File: src/verilog/elc_pkg.sv
package elc_pkg;
	// system clock and derived tick rates
	localparam int ELC_CLK_HZ   = 50_000_000;
	localparam int ELC_BASE_HZ  = 65_536;
	localparam int ELC_DIV_W    = 16;
	localparam int ELC_SUB_STEP = 16;
	localparam logic [3:0] ELC_PHASE_LAST = 4'h F;
	localparam int ELC_TRANSFER_US = 244;

	// counter layout
	localparam int ELC_CNT_W = 44;
	localparam int ELC_SUB_W = 12;
	localparam int ELC_SEC_W = 32;
	localparam int ELC_SQ_CNT_W = 17;
	localparam int ELC_SQ_SYNC_LO = 4;

	// register map
	localparam logic [3:0] ELC_A_FRAC_LO = 4'h 0;
	localparam logic [3:0] ELC_A_FRAC_HI = 4'h 1;
	localparam logic [3:0] ELC_A_SEC0    = 4'h 2;
	localparam logic [3:0] ELC_A_SEC3    = 4'h 5;
	localparam logic [3:0] ELC_A_ALM0    = 4'h 6;
	localparam logic [3:0] ELC_A_ALM3    = 4'h 9;
	localparam logic [3:0] ELC_A_CTRL_A  = 4'h A;
	localparam logic [3:0] ELC_A_CTRL_B  = 4'h B;
	localparam logic [3:0] ELC_A_STATUS  = 4'h C;

	// timer_main_control bits
	localparam int ELC_B_TE   = 7;
	localparam int ELC_B_OSC  = 6;
	localparam int ELC_B_SRCH = 5;
	localparam int ELC_B_SRCL = 4;
	localparam int ELC_B_EVENT_INPUT_POLARITY = 3;
	localparam int ELC_B_SQE  = 2;
	localparam int ELC_B_PIE  = 1;
	localparam int ELC_B_AIE  = 0;
	// fraction_low_reg and status bits
	localparam int ELC_B_SYNC = 0;
	localparam int ELC_B_UIP  = 6;
	localparam int ELC_B_PF   = 1;
	localparam int ELC_B_ALM  = 0;

	localparam logic [7:0] ELC_CTRL_RST = 8'h 00;

	// count-source modes
	localparam logic [1:0] ELC_SRC_ALWAYS = 2'b00;
	localparam logic [1:0] ELC_SRC_EVENT  = 2'b01;
	localparam logic [1:0] ELC_SRC_MAIN   = 2'b10;
	localparam logic [1:0] ELC_SRC_BACKUP = 2'b11;

	// periodic code -> low count bits that must roll to zero
	function automatic logic [5:0] elc_pf_bits(input logic [3:0] code);
		case (code)
			4'h 1:   elc_pf_bits = 6'd0;
			4'h 2:   elc_pf_bits = 6'd1;
			4'h 3:   elc_pf_bits = 6'd2;
			4'h 4:   elc_pf_bits = 6'd3;
			4'h 5:   elc_pf_bits = 6'd4;
			4'h 6:   elc_pf_bits = 6'd5;
			4'h 7:   elc_pf_bits = 6'd9;
			4'h 8:   elc_pf_bits = 6'd10;
			4'h 9:   elc_pf_bits = 6'd11;
			4'h A:   elc_pf_bits = 6'd12;
			4'h B:   elc_pf_bits = 6'd18;
			4'h C:   elc_pf_bits = 6'd24;
			4'h D:   elc_pf_bits = 6'd28;
			4'h E:   elc_pf_bits = 6'd31;
			default: elc_pf_bits = 6'd33;
		endcase
	endfunction

	// square code -> prescaler bit index at 65536 Hz toggle rate
	function automatic logic [4:0] elc_sq_bit(input logic [3:0] code);
		if (code == 4'h 0)
			elc_sq_bit = 5'd0;
		else if (code == 4'h 1)
			elc_sq_bit = 5'd2;
		else
			elc_sq_bit = 5'(code) + 5'd1;
	endfunction
endpackage

File: src/verilog/elc_sq_if.sv
`timescale 1ns/100ps
interface elc_sq_if;
	logic       tick;
	logic       sync;
	logic [3:0] rate;
	logic       wave;
	modport gen (input tick, input sync, input rate, output wave);
	modport ctl (output tick, output sync, output rate, input wave);
endinterface

File: src/verilog/elc_sqw.sv
`timescale 1ns/100ps
module elc_sqw
	import elc_pkg::*;
(
	// clock and reset
	input  wire logic clk_sys,
	input  wire logic rst_b,
	// square-wave control
	elc_sq_if.gen     sq
);
	typedef struct packed {
		logic [ELC_SQ_CNT_W-1:0] cnt;
		logic                    wave;
	} elc_sqw_t;

	elc_sqw_t s_r, s_nxt;

	always_comb begin
		s_nxt = s_r;
		if (sq.tick)
			s_nxt.cnt = s_r.cnt + 1'b1;
		if (sq.sync)
			s_nxt.cnt[ELC_SQ_CNT_W-1:ELC_SQ_SYNC_LO] = '0;
		s_nxt.wave = s_nxt.cnt[elc_sq_bit(sq.rate)];
	end

	always_ff @(posedge clk_sys or negedge rst_b) begin
		if (!rst_b)
			s_r <= '0;
		else
			s_r <= s_nxt;
	end

	assign sq.wave = s_r.wave;
endmodule // elc_sqw

File: src/verilog/elc_ctrl_top.sv
`timescale 1ns/100ps
// Functional notes
// - sync bit 1 clears and holds square prescaler below 4096 Hz; 0 releases it
// - transfer enable copies time to visible copy each 4096 Hz pulse, else frozen
// - oscillator run bit enables oscillator; no fixed start-up latency assumed
// - count source: always, event and main, main only, backup only
// - event polarity picks the active level of the event input
// - square enable drives selected wave, otherwise output held at 0
// - in power fail the square output is released (high impedance)
// - square prescaler is separate; sync aligns it to counter events
// - periodic enable pulls interrupt low while periodic flag set
// - alarm enable pulls interrupt low while alarm flag set
// - rate register: periodic rate bits 7..4, square rate bits 3..0
// - periodic codes 0..10: never, 4096 Hz down to 128 Hz, 8 to 1 Hz
// - periodic codes 11..15: 1/64 down to 1/2097152 Hz
// - square codes: 32768, 8192, then 4096 Hz halving down to 0.5 Hz
// - a status write clears set flags unless an event sets them in that cycle; a set flag ignores new events
// - alarm flag sets when seconds count equals alarm value
module elc_ctrl_top
	import elc_pkg::*;
#(
	parameter int CLK_HZ = ELC_CLK_HZ
) (
	// clock and reset
	input  wire logic       clk_sys,
	input  wire logic       rst_b,
	// byte-wide host bus
	input  wire logic       bus_cs_b,
	input  wire logic       bus_wr_b,
	input  wire logic       bus_rd_b,
	input  wire logic [3:0] bus_addr,
	input  wire logic [7:0] bus_data_i,
	output logic      [7:0] bus_data_o_r,
	output logic            bus_data_oe_r,
	// environment
	input  wire logic       event_input,
	input  wire logic       power_fail_threshold,
	input  wire logic       osc_ok,
	// outputs
	output logic            osc_run_enable_r,
	output logic            irq_o_r,
	output logic            irq_oe_r,
	output logic            square_out_o_r,
	output logic            square_out_oe_r
);
	localparam int TICK_DIV = CLK_HZ / ELC_BASE_HZ;
	localparam logic [ELC_DIV_W-1:0] DIV_LAST = ELC_DIV_W'(TICK_DIV - 1);

	if (TICK_DIV < 2 || TICK_DIV >= (1 << ELC_DIV_W))
		$error("clock rate not served by tick divider");

	typedef struct packed {
		logic [1:0]               cs_sy, wr_sy, rd_sy, ev_sy, pf_sy, ok_sy;
		logic [3:0]               addr_s1, addr_s2;
		logic [7:0]               din_s1, din_s2;
		logic                     wr_q;
		logic [ELC_DIV_W-1:0]     div;
		logic [3:0]               phase;
		logic [7:0]               cta, ctb;
		logic                     sync;
		logic [ELC_CNT_W-1:0]     cnt, copy;
		logic                     dirty;
		logic [ELC_SEC_W-1:0]     alarm;
		logic                     periodic_flag, alarm_match_flag, update_busy_flag;
		logic [7:0]               dout;
		logic                     dout_oe, irq_oe, sq_o, sq_oe;
	} elc_state_t;

	elc_state_t s_r, s_nxt;
	elc_sq_if   sq ();

	logic wr_act, wr_fire, tick65, tick4096, gate, inc, load, te, pf_evt, alm_evt, st_clr;
	logic [ELC_CNT_W-1:0] cnt_inc;

	always_comb begin
		s_nxt = s_r;
		// two-flop synchronisers on all pin inputs
		s_nxt.cs_sy   = {s_r.cs_sy[0], bus_cs_b};
		s_nxt.wr_sy   = {s_r.wr_sy[0], bus_wr_b};
		s_nxt.rd_sy   = {s_r.rd_sy[0], bus_rd_b};
		s_nxt.ev_sy   = {s_r.ev_sy[0], event_input};
		s_nxt.pf_sy   = {s_r.pf_sy[0], power_fail_threshold};
		s_nxt.ok_sy   = {s_r.ok_sy[0], osc_ok};
		s_nxt.addr_s1 = bus_addr;
		s_nxt.addr_s2 = s_r.addr_s1;
		s_nxt.din_s1  = bus_data_i;
		s_nxt.din_s2  = s_r.din_s1;

		wr_act  = !s_r.cs_sy[1] && !s_r.wr_sy[1];
		wr_fire = wr_act && !s_r.wr_q;
		s_nxt.wr_q = wr_act;
		te = s_r.cta[ELC_B_TE];

		// 65536 Hz base tick, only while oscillator runs and reports stable
		tick65 = 1'b0;
		if (s_r.cta[ELC_B_OSC] && s_r.ok_sy[1]) begin
			if (s_r.div == DIV_LAST) begin
				s_nxt.div = '0;
				tick65 = 1'b1;
			end else begin
				s_nxt.div = s_r.div + 1'b1;
			end
		end
		tick4096 = tick65 && (s_r.phase == ELC_PHASE_LAST);
		if (tick65)
			s_nxt.phase = s_r.phase + 1'b1;
		if (tick65 && s_r.phase == ELC_PHASE_LAST - 4'h 1)
			s_nxt.update_busy_flag = 1'b1;
		else if (tick4096)
			s_nxt.update_busy_flag = 1'b0;

		case (s_r.cta[ELC_B_SRCH:ELC_B_SRCL])
			ELC_SRC_ALWAYS: gate = 1'b1;
			ELC_SRC_EVENT:  gate = (s_r.ev_sy[1] == s_r.cta[ELC_B_EVENT_INPUT_POLARITY]) && !s_r.pf_sy[1];
			ELC_SRC_MAIN:   gate = !s_r.pf_sy[1];
			ELC_SRC_BACKUP: gate = s_r.pf_sy[1];
			default:        gate = 1'b0;
		endcase

		// time set: copy written while frozen is loaded when transfer resumes
		load    = wr_fire && s_r.addr_s2 == ELC_A_CTRL_A && s_r.din_s2[ELC_B_TE] && !te && s_r.dirty;
		inc     = tick4096 && gate && !load;
		cnt_inc = s_r.cnt + 1'b1;
		if (load) begin
			s_nxt.cnt   = s_r.copy;
			s_nxt.dirty = 1'b0;
		end else if (inc) begin
			s_nxt.cnt = cnt_inc;
		end
		if (te && tick4096)
			s_nxt.copy = s_nxt.cnt;

		pf_evt  = inc && s_r.ctb[7:4] != 4'h 0 &&
			(cnt_inc & ((ELC_CNT_W'(1) << elc_pf_bits(s_r.ctb[7:4])) - 1'b1)) == '0;
		alm_evt = inc && cnt_inc[ELC_SUB_W-1:0] == '0 &&
			cnt_inc[ELC_CNT_W-1:ELC_SUB_W] == s_r.alarm;
		st_clr  = wr_fire && s_r.addr_s2 == ELC_A_STATUS;

		if (wr_fire) begin
			case (s_r.addr_s2)
				ELC_A_FRAC_LO: begin
					s_nxt.copy[3:0] = s_r.din_s2[7:4];
					s_nxt.sync      = s_r.din_s2[ELC_B_SYNC];
					s_nxt.dirty     = 1'b1;
				end
				ELC_A_FRAC_HI: begin
					s_nxt.copy[ELC_SUB_W-1:4] = s_r.din_s2;
					s_nxt.dirty               = 1'b1;
				end
				ELC_A_CTRL_A: s_nxt.cta = s_r.din_s2;
				ELC_A_CTRL_B: s_nxt.ctb = s_r.din_s2;
				default: begin
					if (s_r.addr_s2 >= ELC_A_SEC0 && s_r.addr_s2 <= ELC_A_SEC3) begin
						s_nxt.copy[ELC_SUB_W + 8 * int'(s_r.addr_s2 - ELC_A_SEC0) +: 8] = s_r.din_s2;
						s_nxt.dirty = 1'b1;
					end else if (s_r.addr_s2 >= ELC_A_ALM0 && s_r.addr_s2 <= ELC_A_ALM3) begin
						s_nxt.alarm[8 * int'(s_r.addr_s2 - ELC_A_ALM0) +: 8] = s_r.din_s2;
					end
				end
			endcase
		end

		// set wins over a clear in the same cycle
		if (pf_evt)
			s_nxt.periodic_flag = 1'b1;
		else if (st_clr)
			s_nxt.periodic_flag = 1'b0;
		if (alm_evt)
			s_nxt.alarm_match_flag = 1'b1;
		else if (st_clr)
			s_nxt.alarm_match_flag = 1'b0;

		// read path
		s_nxt.dout_oe = !s_r.cs_sy[1] && !s_r.rd_sy[1];
		case (s_r.addr_s2)
			ELC_A_FRAC_LO: s_nxt.dout = {s_r.copy[3:0], 3'b000, s_r.sync};
			ELC_A_FRAC_HI: s_nxt.dout = s_r.copy[ELC_SUB_W-1:4];
			ELC_A_CTRL_A:  s_nxt.dout = s_r.cta;
			ELC_A_CTRL_B:  s_nxt.dout = s_r.ctb;
			ELC_A_STATUS: begin
				s_nxt.dout = 8'h 00;
				s_nxt.dout[ELC_B_UIP] = s_r.update_busy_flag;
				s_nxt.dout[ELC_B_PF]  = s_r.periodic_flag;
				s_nxt.dout[ELC_B_ALM] = s_r.alarm_match_flag;
			end
			default: begin
				s_nxt.dout = 8'h 00;
				if (s_r.addr_s2 >= ELC_A_SEC0 && s_r.addr_s2 <= ELC_A_SEC3)
					s_nxt.dout = s_r.copy[ELC_SUB_W + 8 * int'(s_r.addr_s2 - ELC_A_SEC0) +: 8];
				else if (s_r.addr_s2 >= ELC_A_ALM0 && s_r.addr_s2 <= ELC_A_ALM3)
					s_nxt.dout = s_r.alarm[8 * int'(s_r.addr_s2 - ELC_A_ALM0) +: 8];
			end
		endcase

		s_nxt.irq_oe = (s_r.periodic_flag && s_r.cta[ELC_B_PIE]) ||
			(s_r.alarm_match_flag && s_r.cta[ELC_B_AIE]);
		s_nxt.sq_oe = !s_r.pf_sy[1];
		s_nxt.sq_o  = s_r.cta[ELC_B_SQE] && sq.wave;
	end

	always_ff @(posedge clk_sys or negedge rst_b) begin
		if (!rst_b) begin
			s_r <= '0;
			s_r.cs_sy <= 2'b11;
			s_r.wr_sy <= 2'b11;
			s_r.rd_sy <= 2'b11;
			s_r.cta   <= ELC_CTRL_RST;
			s_r.ctb   <= ELC_CTRL_RST;
		end else begin
			s_r <= s_nxt;
		end
	end

	assign sq.tick = tick65;
	assign sq.sync = s_r.sync;
	assign sq.rate = s_r.ctb[3:0];

	elc_sqw u_sqw (
		.clk_sys (clk_sys),
		.rst_b   (rst_b),
		.sq      (sq)
	);

	assign bus_data_o_r     = s_r.dout;
	assign bus_data_oe_r    = s_r.dout_oe;
	assign osc_run_enable_r = s_r.cta[ELC_B_OSC];
	assign irq_o_r          = s_r.sq_o & 1'b0;
	assign irq_oe_r         = s_r.irq_oe;
	assign square_out_o_r   = s_r.sq_o;
	assign square_out_oe_r  = s_r.sq_oe;
endmodule // elc_ctrl_top

File: config.mk
export PLATFORM = sky130hd
export DESIGN_NAME = elc_ctrl_top
export DESIGN_NICKNAME = d
export VERILOG_FILES = /design/src/verilog/elc_pkg.sv /design/src/verilog/elc_sq_if.sv /design/src/verilog/elc_sqw.sv /design/src/verilog/elc_ctrl_top.sv
export SDC_FILE = /design/constraint.sdc
export NUM_CORES = 1
export LEC_CHECK = 0
export ABC_AREA = 1
export ABC_CLOCK_PERIOD_IN_PS = 7400
export BUFFER_PORTS_ARGS = -buffer_cell sky130_fd_sc_hd__buf_2
export CAP_MARGIN = 20
export CORE_ASPECT_RATIO = 1.2
export CORE_UTILIZATION = 65
export CTS_CLUSTER_DIAMETER = 200
export DETAILED_ROUTE_END_ITERATION = 12
export PLACE_DENSITY = 0.78
export SLEW_MARGIN = 5
export SYNTH_ARGS = -nofsm -noshare
export SYNTH_HDL_FRONTEND = slang
export SYNTH_SLANG_ARGS = --single-unit
export TNS_END_PERCENT = 100
File: constraint.sdc
create_clock -name clk_sys -period 7.4 [get_ports clk_sys]
set_input_delay 1.11 -clock clk_sys [delete_from_list [all_inputs] [get_ports clk_sys]]
set_output_delay 1.11 -clock clk_sys [all_outputs]
set_load 0.005 [all_outputs]
==> metrics.txt, run 1 <==
Die Y=166 microns; R2R Path End=s_r[87]; layout cells sized above 1=0.0677; Routed WL=50300 microns; hold buffers post-CTS=0; Die W=139 microns; post-DR vias/cell=6.55; CTS buffer count=24; number of synthesized register bits=228; DR vias=15000; crit path capture type=flop; FMAX=207 MHz; most instantiated cells after synthesis=403 x nand2_1, 248 x inv_1, 222 x dfrtp_1, 198 x nor2_1, 182 x o21ai_0; Core Region=21900 sq um; Routed Antenna Nets=0; Primary FF master, synth=dfrtp_1; Hold Path End=s_r[203]; WL per Instance=22.0 microns; post-synth top area cell=dfrtp_1; num rows=59; Skew-Pair Late Insertion Delay=560 ps; vias in the first global route=14200; Post-CTS Resized=0; DR pass1 iterations=6; largest cells by area after synthesis=dfrtp_1 38%, nand2_1 10%, inv_1 6.4%; Critical Path Source=s_r[190]; Slew @ Worst Pin=1110 ps; r2r startpoint=s_r[190]; die area=23100 sq um; Pleak=7.45 nW; DRC Markers=0; cell area after synthesis=14600 sq um; fin. max-slew vios=0; VDD IR-drop max=0.000221 V; Placer Congestion=1.11; Area after DPL=14900 sq um; Period minus WS final=4840 ps; register area share after synthesis=0.391; Final Cycle Share=0.654; CTS Sinks=228; Worst Path Max Fanout=46; mean area per synthesized cell=7.33 sq um; IO Port Bufs=32; post-synthesis net count=2046; CTS HTree Levels=1; RSZ-0062 raised after global routing=no; Cells after Synth=1992; antenna violations before repair=0; clock tree from TritonCTS=done; min-delay worst type=reg2reg; I/O pins=34; Remaining Overflow, GRT=0; total chip power=0.00339 W; final setup fails=0; root cell of the clock tree=clkbuf_16; initial detailed-routing violation count=2017; setup_tns=0 ps; Worst Setup Start Kind=flop; Yosys warnings=0; FF-to-FF setup slack=2560 ps; largest net degree at the start of global routing=89; max_cap viols=0; Design Area, Final=15700 sq um; GRT Total Usage=0.439; Initial Utilization=0.669; Slew HR=0.251; ANT cells=0; Post-CTS Setup Bufs=0; Setup CP Type=reg2reg; area grow syn2layout=7.23%; Worst-path clk slew=60 ps; PwrDens=216 nW/um^2; top-area cell type share of the netlist area=0.380; R2R depth=13; NumNets Final=2048; most frequent cell after synthesis=nand2_1; worst hold stages=0; unique cell type count in the Yosys netlist=63; clock buffer depth=3; EDFF count, synth=0; clk_skew=32.7 ps; critical path arrival=5240 ps; CP required=7800 ps; Hold Slack=348 ps; hpwl dp=37500 microns; HP Start=s_nxt[203]; async set-or-reset flop fraction in the synthesized netlist=1.00; first-pass GRT wire length=78000 microns; outcome=completed; Final Hold Fails=0
-- per-stage QoR --
step / setup slack, ps / util / cells
6_report: 2560 / 0.717 / 2284
4_1_cts: 2770 / 0.717 / 2284
5_1_grt: 2290 / 0.717 / 2284
3_3_place_gp: 3010 / 0.681 / 2242
3_5_place_dp: 2800 / 0.681 / 2242
2_1_floorplan: 4030 / - / 1992
-- worst max path at each step --
stage / slack (ps) / endpoint / cells after the start
after floorplan: 4030 / flop / 13
after global placement: 3010 / s_r[91] / 13
after detailed placement: 2800 / s_r[54] / 13
after CTS: 2770 / s_r[87] / 13
after global routing: 2290 / s_r[61] / 13
final: 2560 / s_r[87] / 13
-- cells by family after synthesis --
family | count (synthesis) | share of synthesized area
adders and majority gates | 34 | 0.0291
DFF | 228 | 0.391
buffers and inverters | 324 | 0.0873
and+or+nand+nor | 917 | 0.282
AOI/OAI and AO/OA | 413 | 0.165
xor gates and xnor gates | 75 | 0.0450
other | 1 | 0.000257
-- where the power goes --
| group | total [W] | switching [W] | internal [W] |
|---|---|---|---|
| clock | 0.00120 | 0.000513 | 0.000688 |
| sequential | 0.00140 | 0.0000747 | 0.00132 |
| combinational | 0.000794 | 0.000563 | 0.000231 |
-- worst max-delay path: stages, from the launching register on --
cell and delay [ps]:
dfrtp_1 360, buf_4 240, inv_1 540, ha_1 380
inv_1 100, nor2_2 320, nand2_2 240, nor2_1 260
nand3_2 470, buf_4 490, nand2_2 670, o221ai_1 230
o21ai_0 200, o21ai_0 100
-- placed cells by master, fill, tap and decap left out, drive strengths merged, types with 3 or more instances in the layout --
| master | Yosys | routed |
|---|---|---|
| nand2 | 412 | 412 |
| inv | 255 | 255 |
| dfrtp | 222 | 222 |
| nor2 | 213 | 213 |
| o21ai | 189 | 189 |
| nand3 | 145 | 145 |
| a21oi | 117 | 117 |
| nand4 | 64 | 64 |
| xor2 | 61 | 61 |
| nor3 | 45 | 45 |
| buf | 26 | 40 |
| clkbuf | 38 | 36 |
| ha | 34 | 34 |
| o22ai | 30 | 30 |
| o221ai | 22 | 22 |
| nand3b | 15 | 15 |
| xnor2 | 14 | 14 |
| o211ai | 12 | 12 |
| clkinv | 5 | 9 |
| or2 | 7 | 7 |
| o41ai | 7 | 7 |
| nor4 | 6 | 6 |
| and3 | 6 | 6 |
| a31oi | 6 | 6 |
| dfstp | 6 | 6 |
| a211oi | 5 | 5 |
| o31ai | 4 | 4 |
| a221oi | 3 | 3 |
| a32oi | 3 | 3 |
-- cell type report --
class / instances / area (sq um)
Multi-Input combinational cell: 1440 / 7620
Fill cell: 1803 / 6180
Sequential cell: 228 / 5710
Inverter: 260 / 976
Clock buffer: 36 / 696
Tap cell: 274 / 343
Timing Repair Buffer: 40 / 230
Clock inverter: 6 / 86.3
-- layer usage --
metal | vias to the layer above | global-route usage | part of all wire
li1 | 6674 | - | -
met1 | 6954 | 0.535 | 0.36
met2 | 1045 | 0.704 | 0.45
met3 | 295 | 0.106 | 0.12
met4 | 0 | 0.273 | 0.077
met5 | - | 0 | 0
Note: power is estimated with default switching activity, not from simulation.
==> inputs of run 2 (changes only) <==
--- a/config.mk
+++ b/config.mk
@@ -6,14 +6,14 @@
 export NUM_CORES = 1
 export LEC_CHECK = 0
 export ABC_AREA = 1
-export ABC_CLOCK_PERIOD_IN_PS = 7400
+export ABC_CLOCK_PERIOD_IN_PS = 4000
 export BUFFER_PORTS_ARGS = -buffer_cell sky130_fd_sc_hd__buf_2
 export CAP_MARGIN = 20
 export CORE_ASPECT_RATIO = 1.2
-export CORE_UTILIZATION = 65
+export CORE_UTILIZATION = 58
 export CTS_CLUSTER_DIAMETER = 200
 export DETAILED_ROUTE_END_ITERATION = 12
-export PLACE_DENSITY = 0.78
+export PLACE_DENSITY = 0.74
 export SLEW_MARGIN = 5
 export SYNTH_ARGS = -nofsm -noshare
 export SYNTH_HDL_FRONTEND = slang
==> constraint.sdc (replaced) <==
create_clock -name clk_sys -period 4 [get_ports clk_sys]
set_input_delay 0.6 -clock clk_sys [delete_from_list [all_inputs] [get_ports clk_sys]]
set_output_delay 0.6 -clock clk_sys [all_outputs]
set_load 0.005 [all_outputs]
==> metrics.txt, run 2 (synthesized netlist as in run 1, its figures left out) <==
critical path's slowest cell=dfrtp_1; layout cells sized above 1=0.0833; ANT cells=0; Final Core Density=0.647; Critical Path Source=s_r[141]; outcome=completed; DRC Markers=0; CP required=4480 ps; CTS buffer count=24; GRT Total Usage=0.408; Final Hold Fails=0; CTS Sinks=228; initial detailed-routing violation count=1873; final worst setup slack=305 ps; Remaining Overflow, GRT=0; Core Region=24800 sq um; Worst Setup Start Kind=flop; Worst Path Max Fanout=19; VDD IR-drop max=0.000304 V; total chip power=0.00644 W; Setup CP Type=reg2reg; Register Area=5710 sq um; crit path capture type=flop; WL per Instance=22.1 microns; most common cell after layout, fill and taps aside=nand2_1; crit path cell chain=inv_1 > ha_1 > inv_1 > nand2_1 > nand2_2 > nor2_4 > inv_2 > nand3_1 > nor2_1 > inv_1 > ha_1 > nand2_2 > nor2_4 > nand2_8 > nor2_8 > nand2_1 > nand3_1 > nand3_1 > nor2_1 > nand2_1 > nor2_1 > nand3_1 > nand2_1; I/O pins=34; DR vias=14800; CP peak stage delay=410 ps; multi-input logic area=7630 sq um; RSZ-0062 raised after global routing=yes; NumNets Final=2077; Layout fillers=2219; most frequent cells in the layout=403 x nand2_1, 247 x inv_1, 222 x dfrtp_1, 198 x nor2_1, 182 x o21ai_0; DR pass1 iterations=6; FMAX=271 MHz; Hold Slack=102 ps; Die Y=176 microns; largest net degree at the start of global routing=108; cell family with most CP delay=simple AND/OR/NAND/NOR gates; CTS HTree Levels=1; num rows=63; hpwl dp=40300 microns; Initial Utilization=0.590; Routed WL=52300 microns; crit path buf inv count=4; min-delay worst type=in2async; clock buffer depth=3; Period minus WS final=3700 ps; Slew HR=0.388; fin. max-slew vios=0; Final Cycle Share=0.924; PwrDens=402 nW/um^2; max_cap viols=0; clk_skew=16.5 ps; hold buffers post-CTS=0; Worst-path clk slew=70 ps; IO Port Bufs=32; antenna violations before repair=0; area grow syn2layout=9.67%; vias in the first global route=14000; Place WS=276 ps; post-DR vias/cell=6.27; Die W=147 microns; Skew-Pair Late Insertion Delay=540 ps; final setup fails=0; first-pass GRT wire length=79900 microns; Pleak=7.60 nW; critical path arrival=4180 ps; Routed Antenna Nets=0; die area=25800 sq um; Placer Congestion=1.04; Slew @ Worst Pin=908 ps; r2r startpoint=s_r[141]; root cell of the clock tree=clkbuf_16; FF-to-FF setup slack=300 ps; clock tree from TritonCTS=done
[run 2: cell count changes in the layout (fill, tap and decap cells not counted), moves of 2 or more]
cell        delta
clkinvlp_4     +2
bufinv_16      +2
clkbuf_1       -2
buf_4         +28
[run 2: timing repair]
action	CTS	global route
hold endpoints to repair	0	0
setup endpoints to repair	0	14
gates resized for setup	0	2
setup buffers	0	2
[run 2: final timing paths]
kind                         endpoint  cells after the start
setup / recovery              s_r[14]                     23
hold / removal               s_r[158]                      1
setup reg to reg              s_r[14]                     23
hold reg to reg              s_r[191]                      0
max in group asynchronous   async pin                      2
min in group clk_sys       s_nxt[209]                      1
[run 2: through the flow]
step	setup TNS [ps]	instances	instance area, sq um
2_1_floorplan	0	1992	14600
3_3_place_gp	0	2320	15200
3_5_place_dp	0	2320	15200
4_1_cts	0	2363	16000
5_1_grt	-3.22	2365	16000
6_report	0	2365	16000
[run 2: area by class of cell]
type	instances	share of cell area
multi-input cells	1440	0.476
flip-flops and latches	228	0.357
inverters	260	0.0611
clock buffers	35	0.0438
repair buffers	69	0.0287
well taps	325	0.0254
clock inverters	8	0.00843
[run 2: worst reg2reg max path: cells and delay by family (launching register included)]
family	cells	cell delay (ps)
fa+ha+maj	2	430
buf+inv	4	560
flops	1	410
simple gates	17	2210
[run 2: routing by layer]
layer / up-vias / track usage / part of all wire
li1: 6729 / - / -
met1: 6936 / 0.509 / 0.38
met2: 883 / 0.670 / 0.46
met3: 276 / 0.0600 / 0.088
met4: 0 / 0.253 / 0.075
met5: - / 0 / 0
[run 2: where the power goes]
part,total (W),internal [W],switching [W]
combinational,0.00149,0.000440,0.00105
clock,0.00238,0.00141,0.000967
sequential,0.00258,0.00244,0.000135
total,0.00644,0.00430,0.00215
